--- src/logic/stm_pkg.sv ---
// Shared constants, types and helpers for the stack and table address block.
package stm_pkg;

   // ****************************************
   // Word layout
   // ****************************************
   localparam int WORD_W = 48;
   localparam int ADDR_W = 16;
   localparam int IND_BIT = 42;
   localparam int INC_BIT = 33;
   localparam int DEC_BIT = 32;
   localparam int BRING_BIT = 23;
   localparam int HOLD_BIT = 22;
   localparam int XSEL_LO = 24;
   localparam int XSEL_W = 5;
   localparam logic [4:0] XSEL_NONE = 5'h00;
   localparam logic [4:0] XSEL_MEM_MAX = 5'h0f;
   localparam logic [4:0] XSEL_SP = 5'h10;
   localparam logic [4:0] XSEL_HP = 5'h11;

   // ****************************************
   // Register map and reset values
   // ****************************************
   localparam logic [3:0] REG_TOGGLES = 4'h0;
   localparam logic [3:0] REG_SET = 4'h1;
   localparam logic [3:0] REG_CLEAR = 4'h2;
   localparam logic [3:0] REG_SP = 4'h3;
   localparam logic [3:0] REG_HP = 4'h4;
   localparam logic [3:0] REG_DISPLAY = 4'h5;
   localparam logic [3:0] REG_STATUS = 4'h6;
   localparam int TG_STACK = 0;
   localparam int TG_TABLE = 1;
   localparam int TG_UP16 = 2;
   localparam int TG_DN16 = 3;
   localparam int TG_UP17 = 4;
   localparam int TG_DN17 = 5;
   localparam int ST_BUSY = 0;
   localparam int ST_ERR = 1;
   localparam logic [15:0] PTR_RESET = 16'h0000;
   localparam logic [15:0] ONE_BCD = 16'h0001;

   // ****************************************
   // Types
   // ****************************************
   typedef enum logic [1:0] {
      CLS_NONE = 2'h0,
      CLS_READ = 2'h1,
      CLS_STORE = 2'h2,
      CLS_EXEC = 2'h3
   } stm_class_type;

   typedef enum logic [8:0] {
      S_IDLE = 9'h001,
      S_WBACK = 9'h002,
      S_IND = 9'h004,
      S_BRING = 9'h008,
      S_DECIDE = 9'h010,
      S_XMOD = 9'h020,
      S_EXEC = 9'h040,
      S_HOLD = 9'h080,
      S_DONE = 9'h100
   } stm_state_type;

   typedef struct packed {
      logic req;
      logic we;
      logic [ADDR_W-1:0] addr;
      logic [WORD_W-1:0] wdata;
   } stm_mem_type;

   // ****************************************
   // Helpers
   // ****************************************
   function automatic logic [ADDR_W-1:0] addr_of(input logic [WORD_W-1:0] w);
      return {w[21:18], w[15:12], w[9:6], w[3:0]};
   endfunction

   function automatic logic [WORD_W-1:0] put_addr(input logic [WORD_W-1:0] w,
                                                  input logic [ADDR_W-1:0] a);
      logic [WORD_W-1:0] r;
      r = w;
      r[21:18] = a[15:12];
      r[15:12] = a[11:8];
      r[9:6] = a[7:4];
      r[3:0] = a[3:0];
      return r;
   endfunction

   // Decimal add of two four-digit addresses, carry out of the top digit dropped.
   function automatic logic [ADDR_W-1:0] bcd_add(input logic [ADDR_W-1:0] a,
                                                 input logic [ADDR_W-1:0] b);
      logic [ADDR_W-1:0] r;
      logic [4:0] s;
      logic c;
      r = '0;
      c = 1'b0;
      for (int i = 0; i < 4; i++) begin
         s = 5'(a[4*i +: 4]) + 5'(b[4*i +: 4]) + 5'(c);
         c = (s > 5'h09);
         r[4*i +: 4] = c ? 4'(s - 5'h0a) : s[3:0];
      end
      return r;
   endfunction

endpackage

--- src/logic/stm_step.sv ---
// Four-digit decimal step by one, up or down, wrapping at the ends.
`timescale 1ns/1ps
module stm_step
   import stm_pkg::*;
(
   // Operand
   input wire logic [ADDR_W-1:0] val,
   input wire logic down,
   // Result
   output logic [ADDR_W-1:0] res
);

   // ****************************************
   // Digit ripple
   // ****************************************
   always_comb begin
      logic run;
      run = 1'b1;
      res = val;
      for (int i = 0; i < 4; i++) begin
         if (run) begin
            if (down) begin
               res[4*i +: 4] = (val[4*i +: 4] == 4'h0) ? 4'h9 : 4'(val[4*i +: 4] - 4'h1);
               run = (val[4*i +: 4] == 4'h0);
            end else begin
               res[4*i +: 4] = (val[4*i +: 4] >= 4'h9) ? 4'h0 : 4'(val[4*i +: 4] + 4'h1);
               run = (val[4*i +: 4] >= 4'h9);
            end
         end
      end
   end

endmodule // stm_step

--- src/logic/stm_index_bank.sv ---
// The two static index registers: stack pointer and hold pointer.
`timescale 1ns/1ps
module stm_index_bank
   import stm_pkg::*;
(
   // Clock and reset
   input wire logic clk_sys,
   input wire logic nrst,
   input wire logic ce,
   // Write ports
   input wire logic sp_we,
   input wire logic [ADDR_W-1:0] sp_d,
   input wire logic hp_we,
   input wire logic [ADDR_W-1:0] hp_d,
   // Stored values
   output logic [ADDR_W-1:0] sp,
   output logic [ADDR_W-1:0] hp
);

   // ****************************************
   // Storage
   // ****************************************
   always_ff @(posedge clk_sys or negedge nrst) begin
      if (!nrst) begin
         sp <= PTR_RESET;
         hp <= PTR_RESET;
      end else if (ce) begin
         if (sp_we) begin
            sp <= sp_d;
         end
         if (hp_we) begin
            hp <= hp_d;
         end
      end
   end

endmodule // stm_index_bank

--- src/logic/stm_addr_seq.sv ---
// Operand address sequencer for stack mode and multi-table mode.
// How it works
// - Stack toggle settable, clearable, readable; enables stack mode.
// - Zero final address in stack mode means stack op.
// - Nonzero address or ineligible instruction runs normally.
// - Stack op address from stack pointer, index ignored.
// - Stack read uses pointer, then decrements it.
// - Stack store increments pointer, then uses it.
// - Stack execute fetch is a read, pointer decrements.
// - Executed stack op: read next word, store itself.
// - Final index step reads memory index, updates display.
// - Hold transfer sequenced at the closing step.
// - Table mode needs toggle plus an option bit.
// - Bring loads word at pointer, then steps it.
// - Bring count toggles exclusive; setting one clears other.
// - Hold stores word at hold pointer, then steps it.
// - Hold count toggles exclusive; setting one clears other.
// - Bring and hold bypass secondary register; both allowed.
// - Increment option writes instruction back, address plus one.
// - Decrement option writes instruction back, address minus one.
// - Both increment and decrement raise instruction error.
// - Via execute: bring and hold, no write-back.
// - Normal indexing and indirection; stack and table combine.
// - Bring sequenced after write-back, before index step.
// - Write-back is first step after instruction fetch.
`timescale 1ns/1ps
module stm_addr_seq
   import stm_pkg::*;
(
   // Clock and reset
   input wire logic clk_sys,
   input wire logic nrst,
   input wire logic ce,
   // Register port
   input wire logic [3:0] reg_addr,
   input wire logic [15:0] reg_wdata,
   input wire logic reg_wr,
   input wire logic reg_rd,
   output logic [15:0] reg_rdata,
   // Fetched instruction
   input wire logic ins_start,
   input wire logic [WORD_W-1:0] ins_word,
   input wire logic [ADDR_W-1:0] ins_loc,
   input wire stm_class_type ins_class,
   input wire logic ins_stack_ok,
   input wire logic ins_table_ok,
   input wire logic ins_via_exec,
   // Execution unit
   output logic exec_go,
   output logic [ADDR_W-1:0] exec_addr,
   input wire logic exec_done,
   input wire logic [WORD_W-1:0] hold_data,
   output logic bring_valid,
   output logic [WORD_W-1:0] bring_data,
   output logic seq_done,
   output logic instr_error,
   output logic busy,
   // Core memory
   output stm_mem_type mem,
   input wire logic mem_ack,
   input wire logic [WORD_W-1:0] mem_rdata
);

   // ****************************************
   // State
   // ****************************************
   typedef struct packed {
      stm_state_type state;
      logic [WORD_W-1:0] word;
      logic [ADDR_W-1:0] loc;
      stm_class_type cls;
      logic stk_ok;
      logic via_x;
      logic table_op;
      logic stack_op;
      logic [5:0] tog;
      logic err;
      logic [ADDR_W-1:0] disp;
      logic [15:0] rdata;
      stm_mem_type mem;
      logic exec_go;
      logic [ADDR_W-1:0] exec_addr;
      logic bring_valid;
      logic [WORD_W-1:0] bring_data;
      logic seq_done;
      logic instr_error;
      logic busy;
   } stm_regs_type;

   stm_regs_type r;
   stm_regs_type next_r;

   logic [ADDR_W-1:0] sp;
   logic [ADDR_W-1:0] hp;
   logic sp_we;
   logic hp_we;
   logic [ADDR_W-1:0] sp_d;
   logic [ADDR_W-1:0] hp_d;
   logic sp_down;
   logic [ADDR_W-1:0] sp_step;
   logic [ADDR_W-1:0] hp_step;
   logic [ADDR_W-1:0] adr_step;
   logic [ADDR_W-1:0] loc_next;

   // ****************************************
   // Pointer storage and decimal steppers
   // ****************************************
   stm_index_bank u_bank (
      .clk_sys(clk_sys),
      .nrst(nrst),
      .ce(ce),
      .sp_we(sp_we),
      .sp_d(sp_d),
      .hp_we(hp_we),
      .hp_d(hp_d),
      .sp(sp),
      .hp(hp)
   );

   // The stack direction depends on the access kind; a bring follows its toggle.
   assign sp_down = (r.state == S_BRING) ? r.tog[TG_DN16] : (r.cls != CLS_STORE);

   stm_step u_sp_step (
      .val(sp),
      .down(sp_down),
      .res(sp_step)
   );

   stm_step u_hp_step (
      .val(hp),
      .down(r.tog[TG_DN17]),
      .res(hp_step)
   );

   stm_step u_adr_step (
      .val(addr_of(r.word)),
      .down(r.word[DEC_BIT]),
      .res(adr_step)
   );

   stm_step u_loc_step (
      .val(r.loc),
      .down(1'b0),
      .res(loc_next)
   );

   // ****************************************
   // Next state
   // ****************************************
   always_comb begin
      logic [5:0] t;
      logic any_opt;
      logic [ADDR_W-1:0] ix;
      t = r.tog;
      any_opt = 1'b0;
      ix = '0;
      next_r = r;
      next_r.exec_go = 1'b0;
      next_r.bring_valid = 1'b0;
      next_r.seq_done = 1'b0;
      next_r.instr_error = 1'b0;
      sp_we = 1'b0;
      hp_we = 1'b0;
      sp_d = sp_step;
      hp_d = hp_step;

      // Register writes. Setting one count toggle drops its partner.
      if (reg_wr && reg_addr == REG_SET) begin
         t = t | reg_wdata[5:0];
         if (reg_wdata[TG_UP16]) t[TG_DN16] = 1'b0;
         if (reg_wdata[TG_DN16]) t[TG_UP16] = 1'b0;
         if (reg_wdata[TG_UP17]) t[TG_DN17] = 1'b0;
         if (reg_wdata[TG_DN17]) t[TG_UP17] = 1'b0;
      end
      if (reg_wr && reg_addr == REG_CLEAR) begin
         t = t & ~reg_wdata[5:0];
      end
      next_r.tog = t;
      if (reg_wr && reg_addr == REG_STATUS && reg_wdata[ST_ERR]) begin
         next_r.err = 1'b0;
      end
      // Software may reload the pointers only while no sequence runs.
      if (reg_wr && reg_addr == REG_SP && r.state == S_IDLE) begin
         sp_we = 1'b1;
         sp_d = reg_wdata;
      end
      if (reg_wr && reg_addr == REG_HP && r.state == S_IDLE) begin
         hp_we = 1'b1;
         hp_d = reg_wdata;
      end

      // Register reads answer in the following cycle.
      if (reg_rd) begin
         case (reg_addr)
            REG_TOGGLES: next_r.rdata = {10'h000, r.tog};
            REG_SP: next_r.rdata = sp;
            REG_HP: next_r.rdata = hp;
            REG_DISPLAY: next_r.rdata = r.disp;
            REG_STATUS: next_r.rdata = {14'h0000, r.err, r.busy};
            default: next_r.rdata = 16'h0000;
         endcase
      end

      case (r.state)
         S_IDLE: begin
            if (ins_start) begin
               any_opt = ins_word[INC_BIT] | ins_word[DEC_BIT]
                  | ins_word[BRING_BIT] | ins_word[HOLD_BIT];
               next_r.word = ins_word;
               next_r.loc = ins_loc;
               next_r.cls = ins_class;
               next_r.stk_ok = ins_stack_ok;
               next_r.via_x = ins_via_exec;
               next_r.table_op = r.tog[TG_TABLE] & ins_table_ok & any_opt;
               next_r.busy = 1'b1;
               if (r.tog[TG_TABLE] && ins_table_ok && ins_word[INC_BIT]
                   && ins_word[DEC_BIT]) begin
                  next_r.instr_error = 1'b1;
                  next_r.err = 1'b1;
                  next_r.state = S_DONE;
               end else if (r.tog[TG_TABLE] && ins_table_ok && !ins_via_exec
                            && (ins_word[INC_BIT] || ins_word[DEC_BIT])) begin
                  next_r.state = S_WBACK;
               end else begin
                  next_r.state = S_IND;
               end
            end
         end
         S_WBACK: begin
            if (!r.mem.req) begin
               next_r.mem = '{req: 1'b1, we: 1'b1, addr: r.loc,
                              wdata: put_addr(r.word, adr_step)};
            end else if (mem_ack) begin
               next_r.mem.req = 1'b0;
               next_r.state = S_IND;
            end
         end
         S_IND: begin
            // Indirect chain first; a table bring closes this step.
            if (r.word[IND_BIT]) begin
               if (!r.mem.req) begin
                  next_r.mem = '{req: 1'b1, we: 1'b0, addr: addr_of(r.word), wdata: '0};
               end else if (mem_ack) begin
                  next_r.mem.req = 1'b0;
                  next_r.word = put_addr(r.word, addr_of(mem_rdata));
                  next_r.word[IND_BIT] = mem_rdata[IND_BIT];
                  next_r.word[XSEL_LO +: XSEL_W] = mem_rdata[XSEL_LO +: XSEL_W];
               end
            end else if (r.table_op && r.word[BRING_BIT]) begin
               next_r.state = S_BRING;
            end else begin
               next_r.state = S_DECIDE;
            end
         end
         S_BRING: begin
            if (!r.mem.req) begin
               next_r.mem = '{req: 1'b1, we: 1'b0, addr: sp, wdata: '0};
            end else if (mem_ack) begin
               next_r.mem.req = 1'b0;
               // The brought word goes straight to the result port, not the secondary register.
               next_r.bring_valid = 1'b1;
               next_r.bring_data = mem_rdata;
               sp_we = r.tog[TG_UP16] | r.tog[TG_DN16];
               next_r.state = S_DECIDE;
            end
         end
         S_DECIDE: begin
            next_r.stack_op = r.tog[TG_STACK] & r.stk_ok & (r.cls != CLS_NONE)
               & (addr_of(r.word) == 16'h0000);
            if (r.tog[TG_STACK] && r.stk_ok && r.cls != CLS_NONE
                && addr_of(r.word) == 16'h0000) begin
               next_r.state = S_EXEC;
               next_r.exec_go = 1'b1;
               if (r.via_x) begin
                  next_r.exec_addr = (r.cls == CLS_STORE) ? r.loc : loc_next;
               end else if (r.cls == CLS_STORE) begin
                  next_r.exec_addr = sp_step;
                  sp_we = 1'b1;
               end else begin
                  next_r.exec_addr = sp;
                  sp_we = 1'b1;
               end
            end else begin
               next_r.state = S_XMOD;
            end
         end
         S_XMOD: begin
            if (r.word[XSEL_LO +: XSEL_W] == XSEL_SP) ix = sp;
            if (r.word[XSEL_LO +: XSEL_W] == XSEL_HP) ix = hp;
            if (r.word[XSEL_LO +: XSEL_W] != XSEL_NONE
                && r.word[XSEL_LO +: XSEL_W] <= XSEL_MEM_MAX) begin
               // Memory index n lives at decimal location n and costs one extra memory cycle.
               if (!r.mem.req) begin
                  next_r.mem = '{req: 1'b1, we: 1'b0, wdata: '0,
                                 addr: bcd_add({11'h000, r.word[XSEL_LO +: XSEL_W]}, 16'h0000)};
               end else if (mem_ack) begin
                  next_r.mem.req = 1'b0;
                  next_r.disp = addr_of(mem_rdata);
                  next_r.exec_addr = bcd_add(addr_of(r.word), addr_of(mem_rdata));
                  next_r.exec_go = 1'b1;
                  next_r.state = S_EXEC;
               end
            end else begin
               if (r.word[XSEL_LO +: XSEL_W] != XSEL_NONE) next_r.disp = ix;
               next_r.exec_addr = bcd_add(addr_of(r.word), ix);
               next_r.exec_go = 1'b1;
               next_r.state = S_EXEC;
            end
         end
         S_EXEC: begin
            if (exec_done) begin
               next_r.state = (r.table_op && r.word[HOLD_BIT]) ? S_HOLD : S_DONE;
            end
         end
         S_HOLD: begin
            if (!r.mem.req) begin
               next_r.mem = '{req: 1'b1, we: 1'b1, addr: hp, wdata: hold_data};
            end else if (mem_ack) begin
               next_r.mem.req = 1'b0;
               hp_we = r.tog[TG_UP17] | r.tog[TG_DN17];
               next_r.state = S_DONE;
            end
         end
         S_DONE: begin
            next_r.seq_done = 1'b1;
            next_r.busy = 1'b0;
            next_r.state = S_IDLE;
         end
         default: begin
            next_r.state = S_IDLE;
            next_r.mem.req = 1'b0;
            next_r.busy = 1'b0;
         end
      endcase
   end

   // ****************************************
   // Registers
   // ****************************************
   always_ff @(posedge clk_sys or negedge nrst) begin
      if (!nrst) begin
         r <= '{state: S_IDLE, cls: CLS_NONE, default: '0};
      end else if (ce) begin
         r <= next_r;
      end
   end

   assign reg_rdata = r.rdata;
   assign exec_go = r.exec_go;
   assign exec_addr = r.exec_addr;
   assign bring_valid = r.bring_valid;
   assign bring_data = r.bring_data;
   assign seq_done = r.seq_done;
   assign instr_error = r.instr_error;
   assign busy = r.busy;
   assign mem = r.mem;

endmodule // stm_addr_seq

--- config.mk ---
export PLATFORM = sky130hd
export DESIGN_NAME = stm_addr_seq
export DESIGN_NICKNAME = d
export VERILOG_FILES = /design/src/logic/stm_pkg.sv /design/src/logic/stm_step.sv /design/src/logic/stm_index_bank.sv /design/src/logic/stm_addr_seq.sv
export SDC_FILE = /design/constraint.sdc
export NUM_CORES = 1
export LEC_CHECK = 0
export ABC_CLOCK_PERIOD_IN_PS = 8400
export BUFFER_PORTS_ARGS = -buffer_cell sky130_fd_sc_hd__buf_2
export CAP_MARGIN = 0
export CORE_MARGIN = 4
export CORE_UTILIZATION = 40
export CTS_CLUSTER_DIAMETER = 60
export DETAILED_ROUTE_END_ITERATION = 8
export GPL_TIMING_DRIVEN = 0
export PLACE_DENSITY = 0.64
export SYNTH_ARGS = -nofsm -noshare
export SYNTH_HDL_FRONTEND = slang
export SYNTH_SLANG_ARGS = --single-unit
--- constraint.sdc ---
create_clock -name clk_sys -period 8.4 [get_ports clk_sys]
set_input_delay 0 -clock clk_sys [delete_from_list [all_inputs] [get_ports clk_sys]]
set_output_delay 0 -clock clk_sys [all_outputs]
set_load 0.01 [all_outputs]
==> impl_metrics.tcl, run 1 <==
set metrics [dict create \
    num_rows 81 \
    initial_core_util_pct 40.5 \
    clock_path_buffers 3 \
    placed_area_sq_um 22500 \
    die_h_um 231 \
    vias_per_cell 5.87 \
    start_kind "flop" \
    fp.dieArea_sq_um 53300 \
    fin_skew_ns 0.0246 \
    grt_pass1_wl_um 125000 \
    synth-warning-count 0 \
    synth_flop_cell "dfrtp_1" \
    ff_latch_area_sq_um 7110 \
    clockRootBuffer "clkbuf_16" \
    track_usage_pct 30.2 \
    port_buffers 339 \
    coreArea_sq_um 49000 \
    chipWidth_um 231 \
    area_growth_pct 32.0 \
    postSynth.asyncResetShare_pct 100 \
    period_share_pct 97.2 \
    outcome "complete, no violations" \
    grt_pass1_vias 20700 \
    drtAntennaViolNets 0 \
    slowest_delay_ns 0.49 \
    hpwl_um 61800 \
    ys_ff_latch 284 \
    layout_min_cycle_time_ns 8.17 \
    crit_slowest_cell "dfrtp_2" \
    hold_viol 0 \
    grt.overflow.total 0 \
    setup_viol 0 \
    nFillCells 4496 \
    worst_ep_required_time_ns 8.84 \
    arrival_ns 8.60 \
    fin_nets 3112 \
    cts_buffers 39 \
    critPathMaxFanout 10 \
    drv_cap 0 \
    worst_slew_pin_slew_ns 1.04 \
    syn_avg_cell_area_sq_um 8.95 \
    cp-end-kind "flop" \
    synth_fp_nets 2516 \
    syn_area_sq_um 19800 \
    synth_seq_area_share_pct 35.8 \
    synthCells 2219 \
    dr_total_vias 20600 \
    worst-setup-path-type "reg -> reg" \
    gp_congestion 0.977 \
    max_slew_margin_pct 30.2 \
    synth_cell_types 108 \
    layout_common_cells "buf_2, dfrtp_1, nand2_1, dlygate4sd3_1, o21ai_0" \
    layout_commonest_cell "buf_2" \
    slew_violations 0 \
    powerDensity_nw_per_um2 322 \
    routed_wirelength_um 82900 \
    clkTransAtPathRegs_ns 0.06 \
    antenna_found_initial 7 \
    h-tree-depth 2 \
    dr.pass1.iters 6 \
    synth_edf_count 0 \
    rrSetupSlack_ns 0.23 \
    cts_tree "built" \
    path_buf_inv 6 \
    cpLargestDelayFamily "adder cells" \
    post-route-cell-area_sq_um 26200 \
    post_drt_wl_per_cell_um 23.6 \
    clock.fmax_mhz 122 \
    drive_gt1_share_pct 26.8 \
    worst_path_most_repeated_cell "fa_1" \
    cts.sinks 284 \
    tns_ns 0 \
    grt_max_degree 104 \
    drc 0 \
    drt_first_iter_violations 2181 \
    multi_input_area_sq_um 10800 \
    clock_latency_ns 0.57 \
    io_pins 344 \
    hold_class "in -> async" \
    peakVddDrop_uv 183 \
    p_leak_uw 0.0124 \
]
[worst register-to-register path, delay by kind of cell, from the launching register on]
family,cells,cell delay [ns]
AOI/OAI and AO/OA,8,1.58
xor gates and xnor gates,2,0.43
adders and majority gates,9,3.28
buffers and inverters,6,0.65
DFF,1,0.49
muxes,1,0.26
and+or+nand+nor,6,1.32
[stage by stage]
step / total power, uW / worst slack [ns] / util (%) / cells / hold WS, ns
6_report: 8440 / 0.235 / 53.5 / 3514 / 0.0577
5_1_grt: 8940 / -0.0479 / 53.5 / 3514 / 0.131
4_1_cts: 8220 / 0.0127 / 53.3 / 3506 / 0.0885
3_5_place_dp: 6160 / -0.670 / 45.9 / 3225 / 0.0936
3_3_place_gp: 6050 / -0.488 / 45.7 / 3222 / 0.232
2_1_floorplan: 4820 / 0.658 / - / 2219 / -0.296
[kinds of logic after synthesis]
family	Yosys count	share of synthesized area (%)
AND/OR/NAND/NOR	576	14.5
multiplexers	123	6.98
adder cells (fa/ha/maj)	105	7.14
AO/OA/AOI/OAI	727	24.1
XOR/XNOR	26	1.15
flip-flops	284	35.8
buffers and inverters	378	10.3
[final cells by class]
| class | instances | area share [%] |
|---|---|---|
| Antenna cell | 5 | 0.0478 |
| Buffer | 293 | 6.65 |
| Clock buffer | 45 | 4.05 |
| Clock inverter | 26 | 1.58 |
| Inverter | 83 | 1.19 |
| Multi-Input combinational cell | 1557 | 41.2 |
| Sequential cell | 284 | 27.2 |
| Tap cell | 664 | 3.17 |
| Timing Repair Buffer | 557 | 14.9 |
[worst paths after layout]
kind                                          start                         to  cells past startpoint
max in group asynchronous                      nrst  u_bank.sp[14]$_DFFE_PN0P_                      4
worst max-delay path             r[222]$_DFFE_PN0P_  exec_addr[15]$_DFFE_PN0P_                     32
worst min-delay path                           nrst         r[231]$_DFFE_PN0P_                      2
worst max register to register   r[222]$_DFFE_PN0P_  exec_addr[15]$_DFFE_PN0P_                     32
min in group clk_sys                    reg_addr[1]   reg_rdata[0]$_DFFE_PN0P_                      5
worst min register to register  mem[19]$_DFFE_PN0P_        mem[19]$_DFFE_PN0P_                      2
[per-layer routing]
layer  share of wire, %  global-route usage [%]
met2                 46                    48.9
met1                 42                    39.7
met4                4.5                    12.2
met3                8.2                    6.00
met5              0.033                       0
[where the power goes]
group	leakage (uW)	internal [uW]	switching, uW	total, uW
sequential	0.00368	1740	454	2190
combinational	0.00802	1810	2540	4360
clock	0.000704	1200	697	1890
total	0.0124	4750	3690	8440
[flip-flops by register name, indices dropped and copies added (netlist names), named ones only]
name         count
r               99
mem             66
bring_data      48
exec_addr       16
reg_rdata       16
u_bank.hp       16
u_bank.sp       16
bring_valid      1
busy             1
exec_go          1
instr_error      1
seq_done         1
[synth_stat cells (5+ instances only)]
cell type  instances  share of area [%]
o31ai_1           15               0.57
o22ai_1           13               0.41
dfrtp_1          283                 36
a31oi_1           22               0.69
nor2_1           102                1.9
o21bai_1           8               0.30
clkbuf_1         109                2.1
nor2b_1           20               0.63
a21o_1            20               0.76
nand4_1           15               0.47
and2_1            11               0.35
nor4_1             7               0.22
buf_4            149                5.6
a211oi_1          16               0.61
or3b_2            11               0.49
nand3b_1           5               0.19
a311oi_1           6               0.26
xor2_1             8               0.35
inv_1             80                1.5
mux2_2            95                5.4
nor3b_1           19               0.72
or3_1              9               0.28
o21a_1             8               0.30
and3_1            16               0.50
o21ai_0          174                4.4
o21ai_1           39               0.98
a22oi_1           78                3.0
nand2_1          232                4.4
o211ai_1          16               0.61
buf_6              5               0.28
ha_1              90                5.7
a21oi_1          151                3.8
a21boi_0          11               0.42
fa_1              14                1.4
nand3_1           34               0.86
buf_2             26               0.66
a41oi_1            8               0.35
mux2i_1           24                1.2
nor3_1            39               0.98
a22o_1            41                1.8
a221oi_1          32                1.4
nand2b_1          15               0.47
xnor2_1           18               0.79
[what timing repair did]
| item | in CTS | in global routing |
|---|---|---|
| setup buffers | 1 | 4 |
| pin swaps | 1 | 4 |
| setup endpoints to repair | 3 | 3 |
| hold buffers | 210 | 0 |
| resized for setup | 12 | 18 |
| endpoints found under the hold margin | 335 | 0 |
No activity file was read; power rests on OpenSTA's default activity.
==> run 2: changes to the inputs <==
--- a/config.mk
+++ b/config.mk
@@ -8,12 +8,14 @@
 export ABC_CLOCK_PERIOD_IN_PS = 8400
 export BUFFER_PORTS_ARGS = -buffer_cell sky130_fd_sc_hd__buf_2
 export CAP_MARGIN = 0
+export CELL_PAD_IN_SITES_DETAIL_PLACEMENT = 0
+export CELL_PAD_IN_SITES_GLOBAL_PLACEMENT = 1
 export CORE_MARGIN = 4
 export CORE_UTILIZATION = 40
 export CTS_CLUSTER_DIAMETER = 60
 export DETAILED_ROUTE_END_ITERATION = 8
 export GPL_TIMING_DRIVEN = 0
-export PLACE_DENSITY = 0.64
+export PLACE_DENSITY = 0.8
 export SYNTH_ARGS = -nofsm -noshare
 export SYNTH_HDL_FRONTEND = slang
 export SYNTH_SLANG_ARGS = --single-unit
==> impl_metrics.tcl, run 2 (same netlist as run 1, synthesis figures left out) <==
set metrics [dict create \
    outcome "finished, violations left" \
    violations "capacitance limit" \
    worst_slew_pin_slew_ns 1.45 \
    gp_congestion 0.995 \
    hold_class "in -> async" \
    hold_viol 0 \
    initial_core_util_pct 40.5 \
    setup_viol 0 \
    clock_latency_ns 0.57 \
    fin_nets 3116 \
    layout_min_cycle_time_ns 8.07 \
    p_leak_uw 0.0124 \
    antenna_found_initial 1 \
    top_register "r" \
    fp.dieArea_sq_um 53300 \
    clock.fmax_mhz 124 \
    drt_first_iter_violations 1949 \
    total_power_uw 8350 \
    period_share_pct 96.1 \
    ff2ff_path_depth 31 \
    drv_cap 1 \
    drc 0 \
    grt.overflow.total 0 \
    cts.sinks 284 \
    arrival_ns 8.50 \
    grt_pass1_vias 20100 \
    chipWidth_um 231 \
    post_drt_wl_per_cell_um 23.8 \
    vias_per_cell 5.82 \
    dr.pass1.iters 6 \
    coreArea_sq_um 49000 \
    clkTransAtPathRegs_ns 0.06 \
    fin_skew_ns 0.0285 \
    port_buffers 339 \
    worst_ep_required_time_ns 8.83 \
    dr_total_vias 20400 \
    largest_register_ffs 99 \
    num_rows 81 \
    clock_path_buffers 3 \
    drtAntennaViolNets 0 \
    max_slew_margin_pct 1.07 \
    hold-worst-slack_ns 0.0551 \
    placed_area_sq_um 22500 \
    layout_common_cells "buf_2, dfrtp_1, nand2_1, dlygate4sd3_1, o21ai_0" \
    slew_violations 0 \
    post-route-cell-area_sq_um 26100 \
    worst-setup-path-type "reg -> reg" \
    area_growth_pct 31.7 \
    powerDensity_nw_per_um2 320 \
    cts_buffers 40 \
    cp-end-kind "flop" \
    die_h_um 231 \
    fin_util_pct 53.4 \
    critPathMaxFanout 10 \
    nFillCells 4468 \
    peakVddDrop_uv 158 \
    crit_slowest_cell "fa_1" \
    io_pins 344 \
    track_usage_pct 30.0 \
    grt_max_degree 104 \
    start_kind "flop" \
    clockRootBuffer "clkbuf_16" \
    cts_tree "built" \
    routed_wirelength_um 83500 \
    grt_pass1_wl_um 124000 \
    hpwl_um 61800 \
    worst_path_most_repeated_cell "fa_1" \
    drive_gt1_share_pct 26.9 \
    tns_ns 0 \
    h-tree-depth 2 \
    layout_commonest_cell "buf_2" \
    slowest_delay_ns 0.45 \
]
[run 2: cell count changes in the layout (fill, tap and decap cells not counted), sizes merged, moves of 2 or more]
cell      delta
clkbuf       +7
inv          +2
diode        -4
clkinvlp     -4
bufinv       -5
buf          +3
[run 2: timing repair]
item                                    4_1_cts  5_1_grt
buffers inserted                              0        8
hold buffers                                211        0
pin swaps                                     0        6
endpoints found under the setup margin        4        3
gates resized for setup                      12       22
endpoints found under the hold margin       326        0
[run 2: where the power goes]
part	switching (uW)	internal [uW]
combinational	2550	1830
sequential	426	1740
clock	711	1090
[run 2: per-layer routing]
layer / part of all wire, % / vias up / global-route usage [%]
met5: 0 / - / 0
met4: 4.3 / 0 / 11.4
met3: 9.4 / 224 / 6.53
met2: 46 / 1130 / 48.3
met1: 41 / 9938 / 39.8
li1: - / 9154 / -
[run 2: final timing paths]
| path | slack, ns | startpoint | endpoint |
|---|---|---|---|
| hold / removal | 0.06 | nrst | r[200]$_DFFE_PN0P_ |
| setup reg to reg | 0.33 | r[223]$_DFFE_PN0P_ | exec_addr[14]$_DFFE_PN0P_ |
| hold reg to reg | 0.48 | r[161]$_DFFE_PN0P_ | r[161]$_DFFE_PN0P_ |
| setup / recovery | 0.33 | r[223]$_DFFE_PN0P_ | exec_addr[14]$_DFFE_PN0P_ |
| min in group clk_sys | 0.09 | reg_addr[0] | reg_rdata[0]$_DFFE_PN0P_ |
| max in group asynchronous | 7.31 | nrst | bring_data[19]$_DFFE_PN0P_ |
[run 2: critical path, delay by kind of cell, from the launching register on]
| kind | cells | cell delay, ns |
|---|---|---|
| adder cells (fa/ha/maj) | 9 | 3.15 |
| AO/OA/AOI/OAI | 8 | 1.93 |
| AND/OR/NAND/NOR | 4 | 0.91 |
| buffers and inverters | 6 | 0.82 |
| XOR/XNOR | 3 | 0.59 |
| flip-flops | 1 | 0.36 |
| multiplexers | 1 | 0.17 |
[run 2: final cells by class]
cell class | count | area [sq um] | area share, %
diodes | 1 | 2.50 | 0.00957
plain buffers | 292 | 1740 | 6.64
clock buffers | 53 | 1140 | 4.36
clock inverters | 20 | 251 | 0.962
inverters | 83 | 312 | 1.19
multi-input cells | 1557 | 10800 | 41.4
flip-flops and latches | 284 | 7110 | 27.2
well taps | 664 | 831 | 3.18
repair buffers | 561 | 3940 | 15.1
[run 2: per-stage QoR]
stage / setup slack, ns / std cells
after floorplan: 0.658 / 2219
after global placement: -0.716 / 3222
after detailed placement: -0.796 / 3225
after CTS: 0.0261 / 3507
after global routing: -0.00908 / 3515
final: 0.325 / 3515
==> run 3: changes to the inputs <==
--- a/config.mk
+++ b/config.mk
@@ -16,6 +16,7 @@
 export DETAILED_ROUTE_END_ITERATION = 8
 export GPL_TIMING_DRIVEN = 0
 export PLACE_DENSITY = 0.8
+export RECOVER_POWER = 50
 export SYNTH_ARGS = -nofsm -noshare
 export SYNTH_HDL_FRONTEND = slang
 export SYNTH_SLANG_ARGS = --single-unit
==> impl_metrics.tcl, run 3 (same netlist as run 1, synthesis figures left out) <==
set metrics [dict create \
    outcome "finished, violations left" \
    violations "capacitance limit, slew limit" \
    rr_endpoint "exec_addr[14]$_DFFE_PN0P_" \
    slew_violations 289 \
    grt_pass1_wl_um 124000 \
    hold_viol 0 \
    switchingPower_uw 3700 \
    peakVddDrop_uv 159 \
    critPathMaxFanout 10 \
    intPower_uw 4630 \
    grt_max_degree 104 \
    nFillCells 4562 \
    grt.overflow.total 0 \
    gp_congestion 0.995 \
    io_pins 344 \
    drtAntennaViolNets 0 \
    coreArea_sq_um 49000 \
    drive_gt1_share_pct 22.4 \
    largest_register_ffs 99 \
    drt_first_iter_violations 1911 \
    area_growth_pct 30.6 \
    dr_total_vias 20500 \
    hpwl_um 61800 \
    dr.pass1.iters 9 \
    hold_class "in -> reg" \
    cts_buffers 40 \
    hold-worst-slack_ns 0.0940 \
    max_slew_margin_pct -271 \
    multi_input_area_sq_um 10800 \
    post_drt_wl_per_cell_um 23.8 \
    vias_per_cell 5.84 \
    powerDensity_nw_per_um2 321 \
    worst_ep_required_time_ns 8.83 \
    p_clk_share_pct 21.7 \
    num_rows 81 \
    drv_cap 3 \
    h-tree-depth 2 \
    fin_nets 3116 \
    combPwrFrac_pct 52.3 \
    setup_viol 0 \
    crit_slowest_cell "fa_1" \
    track_usage_pct 30.0 \
    fin_util_pct 53.0 \
    clock.fmax_mhz 124 \
    worst_path_most_repeated_cell "fa_1" \
    die_h_um 231 \
    worst-setup-path-type "reg -> reg" \
    fp.dieArea_sq_um 53300 \
    placed_area_sq_um 22500 \
    grt_pass1_vias 20100 \
    min_from "reg_addr[0]" \
    layout_commonest_cell "dfrtp_1" \
    fin_skew_ns 0.0298 \
    p_leak_uw 0.0119 \
    layout_common_cells "dfrtp_1, clkbuf_1, buf_2, nand2_1, dlygate4sd3_1" \
    swShare_pct 44.4 \
    ff_latch_area_sq_um 7110 \
    holdPathStages 4 \
    ff2ff_path_depth 31 \
    clockRootBuffer "clkbuf_16" \
    slowest_delay_ns 0.45 \
    chipWidth_um 231 \
    cts_tree "built" \
    post-route-cell-area_sq_um 25900 \
    clock_path_buffers 3 \
    cp-startpoint "r[223]$_DFFE_PN0P_" \
    worstHoldEndpoint "reg_rdata[0]$_DFFE_PN0P_" \
    cts.sinks 284 \
    p_seq_share_pct 26.0 \
    clock_latency_ns 0.57 \
    initial_core_util_pct 40.5 \
    start_kind "flop" \
    cp-end-kind "flop" \
    layout_min_cycle_time_ns 8.04 \
    rrSetupSlack_ns 0.36 \
    drc 0 \
    period_share_pct 95.7 \
    routed_wirelength_um 83700 \
    top_register "r" \
    antenna_found_initial 1 \
    arrival_ns 8.47 \
    port_buffers 339 \
    clkTransAtPathRegs_ns 0.06 \
    worst_slew_pin_slew_ns 5.56 \
    r2r_start "r[223]$_DFFE_PN0P_" \
]
-- run 3: cell count changes in the layout (fill, tap and decap cells not counted) --
cell      change
buf_8         -1
clkbuf_1    +130
clkbuf_4      +1
buf_2       -129
buf_4         -1
buf_16        -2
clkbuf_2      +2
-- run 3: worst max-delay path by stage --
stage,end,slack [ns],depth (start not counted)
after global routing,exec_addr[15]$_DFFE_PN0P_,-0.009,32
after detailed placement,exec_addr[15]$_DFFE_PN0P_,-0.80,34
after global placement,exec_addr[15]$_DFFE_PN0P_,-0.72,34
after CTS,exec_addr[15]$_DFFE_PN0P_,0.03,32
after floorplan,exec_addr[15]$_DFFE_PN0P_,0.66,32
final,exec_addr[14]$_DFFE_PN0P_,0.36,31
-- run 3: stage by stage --
| step | power [uW] | worst slack, ns | std cells | TNS [ns] |
|---|---|---|---|---|
| floorplan | 4820 | 0.658 | 2219 | 0 |
| global placement | 6060 | -0.716 | 3222 | -2.04 |
| detailed placement | 6170 | -0.796 | 3225 | -2.40 |
| CTS | 8140 | 0.0261 | 3507 | 0 |
| global route | 8780 | -0.00908 | 3515 | -0.00908 |
| finish | 8330 | 0.357 | 3515 | 0 |
-- run 3: cell type report --
class / count / area share [%]
Antenna cell: 1 / 0.00965
Multi-Input combinational cell: 1557 / 41.7
Clock buffer: 53 / 4.40
Clock inverter: 20 / 0.970
Tap cell: 664 / 3.20
Sequential cell: 284 / 27.4
Buffer: 292 / 6.69
Timing Repair Buffer: 561 / 14.4
Inverter: 83 / 1.20
-- run 3: what timing repair did --
| action | in CTS | in global routing |
|---|---|---|
| setup endpoints to repair | 4 | 3 |
| pin swaps | 0 | 6 |
| setup buffers | 0 | 8 |
| hold buffers | 211 | 0 |
| endpoints found under the hold margin | 326 | 0 |
| gates resized for setup | 12 | 22 |
-- run 3: critical path: cells and delay by family (launching register included) --
kind	cells	cell delay, ns
mux	1	0.17
xor+xnor	3	0.60
compound gates	8	1.90
flops	1	0.35
simple gates	4	0.92
fa+ha+maj	9	3.15
buf+inv	6	0.81
-- run 3: power groups by stage --
stage | logic [uW] | registers [uW] | clock network, uW
finish | 4350 | 2170 | 1810
global route | 4700 | 2200 | 1890
CTS | 4170 | 2140 | 1820
detailed placement | 4010 | 2160 | 0
global placement | 3920 | 2150 | 0
floorplan | 2820 | 2000 | 0
-- run 3: layer usage --
metal	track usage [%]	wire length, um
met2	48.3	38300
met1	39.8	34500
met3	6.53	7520
met4	11.4	3460
met5	0	0
